**config.mk**
```make
export PLATFORM = sky130hd
export DESIGN_NAME = mir_port
export DESIGN_NICKNAME = d
export VERILOG_FILES = /design/src/mir_pkg.sv /design/src/mir_port.sv
export VERILOG_INCLUDE_DIRS = /design/src
export SDC_FILE = /design/constraint.sdc
export NUM_CORES = 1
export LEC_CHECK = 0
export CAP_MARGIN = 25
export CORE_ASPECT_RATIO = 2
export CORE_MARGIN = 5
export CORE_UTILIZATION = 43
export CTS_CLUSTER_DIAMETER = 60
export DETAILED_ROUTE_END_ITERATION = 8
export DONT_BUFFER_PORTS = 1
export GPL_ROUTABILITY_DRIVEN = 0
export PLACE_DENSITY = 0.63
export SLEW_MARGIN = 40
export SYNTH_ARGS = -nofsm -noshare
export SYNTH_HDL_FRONTEND = slang
export SYNTH_SLANG_ARGS = --single-unit
```
**constraint.sdc**
```tcl
create_clock -name ref_clk -period 5.5 [get_ports ref_clk]
set_input_delay 1.1 -clock ref_clk [delete_from_list [all_inputs] [get_ports ref_clk]]
set_output_delay 1.1 -clock ref_clk [all_outputs]
set_load 0.005 [all_outputs]
```
**src/mir_regs.svh**
```systemverilog
// offsets, field positions, reset values and timing counts of the access port
`ifndef MIR_REGS_SVH
`define MIR_REGS_SVH

// ****************************************************************
// special-function byte addresses
// ****************************************************************
`define MIR_SFR_POINTER      8'h91
`define MIR_SFR_DATA_LOW     8'h92
`define MIR_SFR_DATA_MID     8'h93
`define MIR_SFR_DATA_HIGH    8'h94
`define MIR_SFR_VRMS_LOW     8'hD1
`define MIR_SFR_VRMS_MID     8'hD2
`define MIR_SFR_VRMS_HIGH    8'hD3
`define MIR_SFR_IRMS_LOW     8'hD4
`define MIR_SFR_IRMS_MID     8'hD5
`define MIR_SFR_IRMS_HIGH    8'hD6
`define MIR_SFR_IRQEN_LOW    8'hD9
`define MIR_SFR_IRQEN_MID    8'hDA
`define MIR_SFR_IRQEN_HIGH   8'hDB
`define MIR_SFR_IRQST_LOW    8'hDC
`define MIR_SFR_IRQST_MID    8'hDD
`define MIR_SFR_IRQST_HIGH   8'hDE
`define MIR_SFR_WAV1_LOW     8'hE2
`define MIR_SFR_WAV1_MID     8'hE3
`define MIR_SFR_WAV1_HIGH    8'hE4
`define MIR_SFR_WAV2_LOW     8'hE5
`define MIR_SFR_WAV2_MID     8'hE6
`define MIR_SFR_WAV2_HIGH    8'hE7

// ****************************************************************
// pointer byte fields
// ****************************************************************
`define MIR_PTR_DIR_BIT      7
`define MIR_PTR_ADDR_MSB     6

// ****************************************************************
// internal register addresses
// ****************************************************************
`define MIR_IA_ACT_TOTAL     7'h01
`define MIR_IA_ACT_CLEAR     7'h02
`define MIR_IA_ACT_LINE      7'h03
`define MIR_IA_REA_TOTAL     7'h04
`define MIR_IA_REA_CLEAR     7'h05
`define MIR_IA_REA_LINE      7'h06
`define MIR_IA_APP_TOTAL     7'h07
`define MIR_IA_APP_CLEAR     7'h08
`define MIR_IA_APP_LINE      7'h09
`define MIR_IA_LINE_PERIOD_OR_FREQUENCY      7'h0A
`define MIR_IA_CONFIG2       7'h0C
`define MIR_IA_HALF_CYC      7'h12

// ****************************************************************
// reset values and config fields
// ****************************************************************
`define MIR_CONFIG2_RESET    8'h40
`define MIR_HALF_CYC_RESET   16'hFFFF
`define MIR_CFG2_FREQ_BIT    0
`define MIR_CFG2_RMS_BIT     1

// ****************************************************************
// timing
// ****************************************************************
`define MIR_REF_CLK_HZ       100000000
`define MIR_METER_CLK_HZ     819200
`define MIR_METER_DIV        (`MIR_REF_CLK_HZ / `MIR_METER_CLK_HZ)

`endif

```
**src/mir_pkg.sv**
```systemverilog
// types shared by the metering indirect access port
package mir_pkg;

	// ****************************************************************
	// transfer sequencer states
	// ****************************************************************
	typedef enum logic [1:0] {
		MIR_IDLE    = 2'b00,
		MIR_PENDING = 2'b01
	} mir_xfer_type;

	// ****************************************************************
	// processor special-function bus request
	// ****************************************************************
	typedef struct packed {
		logic [7:0] addr;
		logic       wr;
		logic       rd;
		logic [7:0] wdata;
	} mir_sfr_req_type;

	// ****************************************************************
	// measurement results from the metering datapath
	// ****************************************************************
	typedef struct packed {
		logic [23:0] active_delta;
		logic [23:0] reactive_delta;
		logic [23:0] apparent_delta;
		logic [23:0] rms_delta;
		logic        half_cycle;
		logic [15:0] line_period;
		logic [15:0] line_freq;
		logic [23:0] vrms;
		logic [23:0] irms;
		logic [23:0] wav1;
		logic [23:0] wav2;
		logic [23:0] irq_status;
	} mir_meter_in_type;

	// ****************************************************************
	// complete state of the port
	// ****************************************************************
	typedef struct packed {
		mir_xfer_type xfer;
		logic [7:0]   div_cnt;
		logic [7:0]   pointer;
		logic [7:0]   data_low;
		logic [7:0]   data_mid;
		logic [7:0]   data_high;
		logic [7:0]   rdata;
		logic         busy;
		logic [23:0]  irq_enable;
		logic [23:0]  irq_clear;
		logic [23:0]  vrms_latch;
		logic [23:0]  irms_latch;
		logic [23:0]  wav1_latch;
		logic [23:0]  wav2_latch;
		logic [23:0]  act_acc;
		logic [23:0]  rea_acc;
		logic [23:0]  app_acc;
		logic [23:0]  act_line_acc;
		logic [23:0]  rea_line_acc;
		logic [23:0]  app_line_acc;
		logic [23:0]  act_line;
		logic [23:0]  rea_line;
		logic [23:0]  app_line;
		logic [15:0]  half_cnt;
		logic [7:0]   config2;
		logic [15:0]  half_cycle_count;
	} mir_state_type;

endpackage : mir_pkg

```
**src/mir_port.sv**
```systemverilog
// indirect access port into the metering core's internal registers
`include "mir_regs.svh"

// Notes on behaviour
// pointer write starts access; bit 7 set means write, clear means read
// pointer bits 6..0 select the internal register address
// write transfer copies low, middle and high data bytes to the register
// one-byte register write takes only the low data byte
// read transfer loads the selected register into the data bytes
// one-byte register read updates low byte, zeroes middle and high
// transfers happen on the slower metering tick, not the processor clock
// software waits after an internal write before the next access
// software waits after an internal read before moving data bytes
// two-byte register: middle byte upper eight bits, low byte lower
// plain active energy read returns signed 24-bit value, no change
// read-with-clear addresses return value and zero that accumulator
// line-synchronous addresses return energy over whole half-cycles
// reactive energy offered at plain, clearing and line-sync addresses
// apparent accumulators gather current rms when select bit is set
// 16-bit register returns line period or frequency per config
// three-byte rms/waveform bytes latch all 24 bits on high-byte read
// interrupt status bytes captured individually when each is read
// line-sync half-cycle count comes from a 16-bit config register
// every transfer completes within one metering tick period
// unimplemented address reads zero, write has no effect
module mir_port #(
	parameter int METER_DIV = `MIR_METER_DIV
) (
	// clock and reset
	input  wire logic                  ref_clk,
	input  wire logic                  rstn,
	// processor special-function bus
	input  wire mir_pkg::mir_sfr_req_type sfr_req,
	output logic [7:0]                 sfr_rdata,
	// metering datapath
	input  wire mir_pkg::mir_meter_in_type meter_in,
	output logic                       xfer_busy,
	output logic [7:0]                 meter_config_second,
	output logic [15:0]                half_cycle_count,
	output logic [23:0]                meter_irq_enable,
	output logic [23:0]                meter_irq_clear
);

	// ****************************************************************
	// helpers
	// ****************************************************************
	// picks byte 0, 1 or 2 of a 24-bit value
	function automatic logic [7:0] pick_byte(input logic [23:0] v,
		input logic [1:0] idx);
		logic [7:0] r;
		r = 8'h00;
		case (idx)
			2'h0: r = v[7:0];
			2'h1: r = v[15:8];
			2'h2: r = v[23:16];
			default: r = 8'h00;
		endcase
		return r;
	endfunction : pick_byte

	// one-byte internal registers
	function automatic logic is_one_byte(input logic [6:0] a);
		return a == `MIR_IA_CONFIG2;
	endfunction : is_one_byte

	// ****************************************************************
	// state
	// ****************************************************************
	mir_pkg::mir_state_type st_ff;
	mir_pkg::mir_state_type nxt_st;
	logic                   tick;
	logic [6:0]             iaddr;
	logic [23:0]            ival;
	logic                   ihit;
	logic [23:0]            wval;
	logic [23:0]            app_inc;
	logic [15:0]            half_next;

	// ****************************************************************
	// next-state logic
	// ****************************************************************
	always_comb
	begin
		nxt_st = st_ff;
		nxt_st.irq_clear = 24'h000000;
		iaddr = st_ff.pointer[`MIR_PTR_ADDR_MSB:0];
		ival = 24'h000000;
		ihit = 1'b0;
		wval = {st_ff.data_high, st_ff.data_mid, st_ff.data_low};
		half_next = st_ff.half_cnt;

		// metering rate as a one-cycle enable
		tick = 1'b0;
		if (st_ff.div_cnt == 8'(METER_DIV - 1))
		begin
			nxt_st.div_cnt = 8'h00;
			tick = 1'b1;
		end
		else
		begin
			nxt_st.div_cnt = st_ff.div_cnt + 8'h01;
		end

		// internal register read mux
		if (iaddr == `MIR_IA_ACT_TOTAL || iaddr == `MIR_IA_ACT_CLEAR)
		begin
			ival = st_ff.act_acc;
			ihit = 1'b1;
		end
		else if (iaddr == `MIR_IA_ACT_LINE)
		begin
			ival = st_ff.act_line;
			ihit = 1'b1;
		end
		else if (iaddr == `MIR_IA_REA_TOTAL || iaddr == `MIR_IA_REA_CLEAR)
		begin
			ival = st_ff.rea_acc;
			ihit = 1'b1;
		end
		else if (iaddr == `MIR_IA_REA_LINE)
		begin
			ival = st_ff.rea_line;
			ihit = 1'b1;
		end
		else if (iaddr == `MIR_IA_APP_TOTAL || iaddr == `MIR_IA_APP_CLEAR)
		begin
			ival = st_ff.app_acc;
			ihit = 1'b1;
		end
		else if (iaddr == `MIR_IA_APP_LINE)
		begin
			ival = st_ff.app_line;
			ihit = 1'b1;
		end
		else if (iaddr == `MIR_IA_LINE_PERIOD_OR_FREQUENCY)
		begin

			ival = {8'h00, st_ff.config2[`MIR_CFG2_FREQ_BIT] ?
				meter_in.line_freq : meter_in.line_period};
			ihit = 1'b1;
		end
		else if (iaddr == `MIR_IA_CONFIG2)
		begin
			ival = {16'h0000, st_ff.config2};
			ihit = 1'b1;
		end
		else if (iaddr == `MIR_IA_HALF_CYC)
		begin
			ival = {8'h00, st_ff.half_cycle_count};
			ihit = 1'b1;
		end

		// transfer on the metering tick; one period at most
		case (st_ff.xfer)
			mir_pkg::MIR_IDLE:
			begin
				nxt_st.busy = 1'b0;
			end
			mir_pkg::MIR_PENDING:
			begin
				if (tick)
				begin
					nxt_st.xfer = mir_pkg::MIR_IDLE;
					nxt_st.busy = 1'b0;
					if (st_ff.pointer[`MIR_PTR_DIR_BIT])
					begin
						// writes land only on writable registers
						if (iaddr == `MIR_IA_CONFIG2)
							nxt_st.config2 = st_ff.data_low;
						else if (iaddr == `MIR_IA_HALF_CYC)
							nxt_st.half_cycle_count = wval[15:0];
					end
					else
					begin
						// unknown address loads zeros
						nxt_st.data_low = ival[7:0];
						nxt_st.data_mid = ival[15:8];
						nxt_st.data_high = ival[23:16];
						if (is_one_byte(iaddr))
						begin
							nxt_st.data_mid = 8'h00;
							nxt_st.data_high = 8'h00;
						end
						// clear on read-with-reset addresses
						if (ihit && iaddr == `MIR_IA_ACT_CLEAR)
							nxt_st.act_acc = 24'h000000;
						if (ihit && iaddr == `MIR_IA_REA_CLEAR)
							nxt_st.rea_acc = 24'h000000;
						if (ihit && iaddr == `MIR_IA_APP_CLEAR)
							nxt_st.app_acc = 24'h000000;
					end
				end
			end
			default:
			begin
				nxt_st.xfer = mir_pkg::MIR_IDLE;
				nxt_st.busy = 1'b0;
			end
		endcase

		// processor writes; pointer last so it restarts a transfer
		if (sfr_req.wr)
		begin
			if (sfr_req.addr == `MIR_SFR_POINTER)
			begin
				nxt_st.pointer = sfr_req.wdata;
				nxt_st.xfer = mir_pkg::MIR_PENDING;
				nxt_st.busy = 1'b1;
			end
			else if (sfr_req.addr == `MIR_SFR_DATA_LOW)
				nxt_st.data_low = sfr_req.wdata;
			else if (sfr_req.addr == `MIR_SFR_DATA_MID)
				nxt_st.data_mid = sfr_req.wdata;
			else if (sfr_req.addr == `MIR_SFR_DATA_HIGH)
				nxt_st.data_high = sfr_req.wdata;
			else if (sfr_req.addr == `MIR_SFR_IRQEN_LOW)
				nxt_st.irq_enable[7:0] = sfr_req.wdata;
			else if (sfr_req.addr == `MIR_SFR_IRQEN_MID)
				nxt_st.irq_enable[15:8] = sfr_req.wdata;
			else if (sfr_req.addr == `MIR_SFR_IRQEN_HIGH)
				nxt_st.irq_enable[23:16] = sfr_req.wdata;
			// zeros written to a status byte request those flags cleared
			else if (sfr_req.addr == `MIR_SFR_IRQST_LOW)
				nxt_st.irq_clear[7:0] = ~sfr_req.wdata;
			else if (sfr_req.addr == `MIR_SFR_IRQST_MID)
				nxt_st.irq_clear[15:8] = ~sfr_req.wdata;
			else if (sfr_req.addr == `MIR_SFR_IRQST_HIGH)
				nxt_st.irq_clear[23:16] = ~sfr_req.wdata;
		end

		// processor reads; answer one cycle later
		if (sfr_req.rd)
		begin
			nxt_st.rdata = 8'h00;
			if (sfr_req.addr == `MIR_SFR_POINTER)
				nxt_st.rdata = st_ff.pointer;
			else if (sfr_req.addr == `MIR_SFR_DATA_LOW)
				nxt_st.rdata = st_ff.data_low;
			else if (sfr_req.addr == `MIR_SFR_DATA_MID)
				nxt_st.rdata = st_ff.data_mid;
			else if (sfr_req.addr == `MIR_SFR_DATA_HIGH)
				nxt_st.rdata = st_ff.data_high;
			else if (sfr_req.addr == `MIR_SFR_VRMS_LOW)
				nxt_st.rdata = pick_byte(st_ff.vrms_latch, 2'h0);
			else if (sfr_req.addr == `MIR_SFR_VRMS_MID)
				nxt_st.rdata = pick_byte(st_ff.vrms_latch, 2'h1);
			else if (sfr_req.addr == `MIR_SFR_VRMS_HIGH)
			begin
				nxt_st.vrms_latch = meter_in.vrms;
				nxt_st.rdata = pick_byte(meter_in.vrms, 2'h2);
			end
			else if (sfr_req.addr == `MIR_SFR_IRMS_LOW)
				nxt_st.rdata = pick_byte(st_ff.irms_latch, 2'h0);
			else if (sfr_req.addr == `MIR_SFR_IRMS_MID)
				nxt_st.rdata = pick_byte(st_ff.irms_latch, 2'h1);
			else if (sfr_req.addr == `MIR_SFR_IRMS_HIGH)
			begin
				nxt_st.irms_latch = meter_in.irms;
				nxt_st.rdata = pick_byte(meter_in.irms, 2'h2);
			end
			else if (sfr_req.addr == `MIR_SFR_IRQEN_LOW)
				nxt_st.rdata = st_ff.irq_enable[7:0];
			else if (sfr_req.addr == `MIR_SFR_IRQEN_MID)
				nxt_st.rdata = st_ff.irq_enable[15:8];
			else if (sfr_req.addr == `MIR_SFR_IRQEN_HIGH)
				nxt_st.rdata = st_ff.irq_enable[23:16];
			// status sampled live, one byte per read
			else if (sfr_req.addr == `MIR_SFR_IRQST_LOW)
				nxt_st.rdata = pick_byte(meter_in.irq_status, 2'h0);
			else if (sfr_req.addr == `MIR_SFR_IRQST_MID)
				nxt_st.rdata = pick_byte(meter_in.irq_status, 2'h1);
			else if (sfr_req.addr == `MIR_SFR_IRQST_HIGH)
				nxt_st.rdata = pick_byte(meter_in.irq_status, 2'h2);
			else if (sfr_req.addr == `MIR_SFR_WAV1_LOW)
				nxt_st.rdata = pick_byte(st_ff.wav1_latch, 2'h0);
			else if (sfr_req.addr == `MIR_SFR_WAV1_MID)
				nxt_st.rdata = pick_byte(st_ff.wav1_latch, 2'h1);
			else if (sfr_req.addr == `MIR_SFR_WAV1_HIGH)
			begin
				nxt_st.wav1_latch = meter_in.wav1;
				nxt_st.rdata = pick_byte(meter_in.wav1, 2'h2);
			end
			else if (sfr_req.addr == `MIR_SFR_WAV2_LOW)
				nxt_st.rdata = pick_byte(st_ff.wav2_latch, 2'h0);
			else if (sfr_req.addr == `MIR_SFR_WAV2_MID)
				nxt_st.rdata = pick_byte(st_ff.wav2_latch, 2'h1);
			else if (sfr_req.addr == `MIR_SFR_WAV2_HIGH)
			begin
				nxt_st.wav2_latch = meter_in.wav2;
				nxt_st.rdata = pick_byte(meter_in.wav2, 2'h2);
			end
		end

		// accumulate after any clear, so a tick's energy is never lost
		app_inc = st_ff.config2[`MIR_CFG2_RMS_BIT] ?
			meter_in.rms_delta : meter_in.apparent_delta;
		if (tick)
		begin
			nxt_st.act_acc = nxt_st.act_acc + meter_in.active_delta;
			nxt_st.rea_acc = nxt_st.rea_acc + meter_in.reactive_delta;
			nxt_st.app_acc = nxt_st.app_acc + app_inc;
			nxt_st.act_line_acc = st_ff.act_line_acc +
				meter_in.active_delta;
			nxt_st.rea_line_acc = st_ff.rea_line_acc +
				meter_in.reactive_delta;
			nxt_st.app_line_acc = st_ff.app_line_acc + app_inc;
		end

		// line-synchronous window closes after the set half-cycles
		if (meter_in.half_cycle)
		begin
			half_next = st_ff.half_cnt + 16'h0001;
			if (half_next >= st_ff.half_cycle_count)
			begin
				nxt_st.act_line = nxt_st.act_line_acc;
				nxt_st.rea_line = nxt_st.rea_line_acc;
				nxt_st.app_line = nxt_st.app_line_acc;
				nxt_st.act_line_acc = 24'h000000;
				nxt_st.rea_line_acc = 24'h000000;
				nxt_st.app_line_acc = 24'h000000;
				nxt_st.half_cnt = 16'h0000;
			end
			else
			begin
				nxt_st.half_cnt = half_next;
			end
		end
	end

	// ****************************************************************
	// state register
	// ****************************************************************
	always_ff @(posedge ref_clk)
	begin
		if (!rstn)
		begin
			st_ff <= '0;
			st_ff.xfer <= mir_pkg::MIR_IDLE;
			st_ff.config2 <= `MIR_CONFIG2_RESET;
			st_ff.half_cycle_count <= `MIR_HALF_CYC_RESET;
		end
		else
		begin
			st_ff <= nxt_st;
		end
	end

	// outputs straight from the state register
	assign sfr_rdata = st_ff.rdata;
	assign xfer_busy = st_ff.busy;
	assign meter_config_second = st_ff.config2;
	assign half_cycle_count = st_ff.half_cycle_count;
	assign meter_irq_enable = st_ff.irq_enable;
	assign meter_irq_clear = st_ff.irq_clear;

endmodule : mir_port

```
==> reports/qor.yml <==
timing:
  drv_slew: 0
  timing_worst_slew_pin_value_ns: 0.810
  clock.fmax_mhz: 216
  maxSlewHeadroom_pct: 45.4
  period_minus_slack_ns: 4.63
  period_share_pct: 84.2
  finalClockSkew_ns: 0.0240
  rsz_0062_raised_after_global_routing: "no"
  finalSetupTns_ns: 0
  setup_viol: 0
  hold_viol_final: 0
critical_path:
  critical_path.endpoint_type: "register"
  cp-startpoint: "iaddr[4]$_SDFFE_PN0P_"
  timing_worst_setup_path_type: "reg -> reg"
  path_max_fanout: 25
  cp.required_ns: 5.95
  critPathArrivalTime_ns: 5.08
  r2r-start: "iaddr[4]$_SDFFE_PN0P_"
  timing.critical_path.from_type: "register"
detailed_routing:
  routed_via_density: 6.12
  drt-wirelength-per-cell_um: 24.2
  number_of_drc_violations_after_detailed_routing: 0
  wl_mm: 92.4
  ant_nets: 0
  route.vias.total: 23300
  first_iter_violations: 1529
  detailedRoute.firstPassIterationCount: 6
die:
  io_count: 350
  die-area_sq_um: 65600
  die_x_um: 184
  dieHeight_um: 357
  core_area_sq_um: 59900
  row_count: 127
  initial_utilization_pct: 43.3
place:
  detailedPlacementHpwl_mm: 71.4
  number_of_i_o_port_buffers: 0
  dpl-instance-area_sq_um: 25900
synth:
  ys_async_sr_fraction_pct: 0
  synth_edf_count: 0
  synthFlopType: "dfxtp_1"
  netlist_area_pre_place_sq_um: 25900
  post_synth.cell_area_avg_sq_um: 8.12
  synth.net_count: 3625
  synthCells: 3191
  ys_types: 106
  ys_ff_latch: 419
  synth-seq-area-share_pct: 32.4
  ys.warnings.count: 0
pwr:
  fin_total_pwr_mw: 6.48
  power.leakage_nw: 10.5
  power.density_nw_per_um2: 237
  worst_ir_drop_vdd_mv: 0.206
cts:
  worst_skew_pair.late_latency_ns: 0.57
  cts.clk_slew.worst_paths_ns: 0.07
  cts_hold_buffers: 0
  cts_repair_resize_count: 0
  cts_tree: "built"
  clock_path_buffers: 3
  clock_tree.htree_level_count: 2
  clkSinkCount: 419
  ctsRootBufferMaster: "clkbuf_16"
  total_cts_buffers: 42
  cts_post_setup_buffers_inserted: 0
cells_and_area:
  post-route-cell-area_sq_um: 27300
  layout_cells_sized_above_1_pct: 7.46
  filler_cell_count: 5762
  regArea_sq_um: 8390
  multiInputGateArea_sq_um: 16000
  syn2layout_area_growth_pct: 5.47
  num-nets-final: 3432
job:
  count_of_maximum_capacitance_violations: 0
outcome:
  status: "finished, final reports clean"
grt:
  grt_pass1_vias: 23300
  number_of_antenna_violations_at_the_first_check_in_global_routing: 8
  grt.overflow.total: 0
  grt.total_usage_pct: 26.9
  first_pass_grt_wire_length_mm: 137
  grt_max_degree: 150
hold_path:
  timing.hold.worst.class: "reg -> reg"
  min_from: "st_ff[268]$_SDFFE_PN0P_"
final timing paths:
path | endpoint | slack [ns] | cells after the start
max | st_ff[230]$_SDFF_PN0_ | 0.87 | 18
min | st_ff[268]$_SDFFE_PN0P_ | 0.46 | 2
max reg2reg | st_ff[230]$_SDFF_PN0_ | 0.87 | 18
min reg2reg | st_ff[268]$_SDFFE_PN0P_ | 0.46 | 2
Yosys cell counts (11+ instances only):
cell	instances	area [sq um]
buf_4	84	631
nor2b_1	49	307
a22oi_1	74	556
a222oi_1	21	210
clkbuf_1	135	507
nor3_1	35	175
nand2b_1	37	231
a21o_1	50	375
or3_1	20	125
o211ai_1	20	150
and2_1	61	382
buf_1	13	48.8
nand4_1	15	93.8
o21ai_0	135	676
xnor2_1	83	727
xor2_1	40	350
a21oi_1	312	1560
o22ai_1	11	68.8
nand2_1	347	1300
a221oi_1	21	184
mux2i_1	82	821
nand3_1	72	360
a31oi_1	38	238
and3_1	19	119
o21a_1	28	210
mux2_2	37	417
inv_1	65	244
o21ai_1	14	70.1
nor2_1	372	1400
ha_1	159	1990
a211oi_1	92	691
buf_2	29	145
dfxtp_1	419	8390
placed cells by master (no fill, tap or decap), types with 10 or more instances in the layout:
| master | instances |
|---|---|
| dfxtp_1 | 419 |
| and2_1 | 60 |
| mux2_2 | 37 |
| a22oi_1 | 74 |
| a31o_2 | 10 |
| o22ai_1 | 11 |
| nor2b_1 | 48 |
| o21ai_1 | 14 |
| nor3_1 | 33 |
| nor2_1 | 370 |
| and3_1 | 19 |
| a21oi_1 | 312 |
| a222oi_1 | 21 |
| o21ai_0 | 135 |
| nand4_1 | 15 |
| ha_1 | 159 |
| nand3_1 | 72 |
| nand2_1 | 345 |
| nand2b_1 | 37 |
| a31oi_1 | 38 |
| a21o_1 | 50 |
| mux2i_1 | 82 |
| o211ai_1 | 20 |
| inv_1 | 64 |
| a211oi_1 | 92 |
| buf_4 | 19 |
| or3_1 | 20 |
| xor2_1 | 40 |
| xnor2_1 | 83 |
| a221oi_1 | 21 |
| clkbuf_16 | 42 |
| o21a_1 | 28 |
worst max-delay path: stages (launching register included):
cell and delay (ns):
dfxtp_1 0.35, or3_1 0.60, nor4b_4 0.29, buf_4 0.29, nand3_1 0.11, buf_4 0.24, and2_1 0.18, ha_1 0.22
inv_1 0.09, fa_1 0.21, nor2b_1 0.07, o31ai_1 0.45, a211oi_1 0.21, o31ai_1 0.37, a21oi_1 0.15, a41o_1 0.26
nor2_1 0.13, xor2_1 0.17, o21ai_0 0.09
per-layer routing:
layer	routed length [um]	vias to the layer above	part of all wire, %	global-route usage (%)
li1	-	11000	-	-
met1	30600	11000	33	26.0
met2	46300	965	50	48.4
met3	6700	317	7.2	5.95
met4	8720	4	9.4	21.5
met5	26	-	0.028	0
sequential cells by signal, summed over array words and instances, names as in the netlist:
name and count:
sfr_rdata 8, xfer_busy 1, meter_irq_enable 24, meter_config_second 8
st_ff 331, iaddr 7, meter_irq_clear 24, half_cycle_count 16
report_power, final:
group          total [mW]  internal [mW]  switching (mW)
Clock                3.11           1.78            1.33
Combinational       0.326          0.124           0.203
Sequential           3.05           3.04         0.00904
Total                6.48           4.94            1.54
logic make-up after synthesis:
| group | Yosys count | share of synthesized area (%) |
|---|---|---|
| AND/OR/NAND/NOR | 1105 | 20.3 |
| buffers and inverters | 326 | 6.08 |
| AO/OA/AOI/OAI | 924 | 23.4 |
| adder cells (fa/ha/maj) | 165 | 8.14 |
| XOR/XNOR | 123 | 4.16 |
| flip-flops | 419 | 32.4 |
| other | 1 | 0.0145 |
| multiplexers | 128 | 5.51 |
layout make-up:
cell class              instances  share of cell area (%)
clock inverters                20                   0.984
multi-input cells            2446                    58.6
clock buffers                  56                    4.37
well taps                     774                    3.54
repair buffers                 24                   0.888
flip-flops and latches        419                    30.7
diodes                          6                  0.0549
inverters                      65                   0.911
metrics by stage:
step | hold WS [ns] | utilization (%) | cells | worst slack, ns
6_report | 0.457 | 45.6 | 3810 | 0.871
5_1_grt | 0.474 | 45.6 | 3809 | 0.454
3_5_place_dp | 0.448 | 43.2 | 3728 | 0.965
3_3_place_gp | 0.441 | 43.1 | 3726 | 1.07
2_1_floorplan | 0.433 | - | 3191 | 1.37
4_1_cts | 0.458 | 45.6 | 3804 | 0.928
Power figures use the tool's default switching activity.
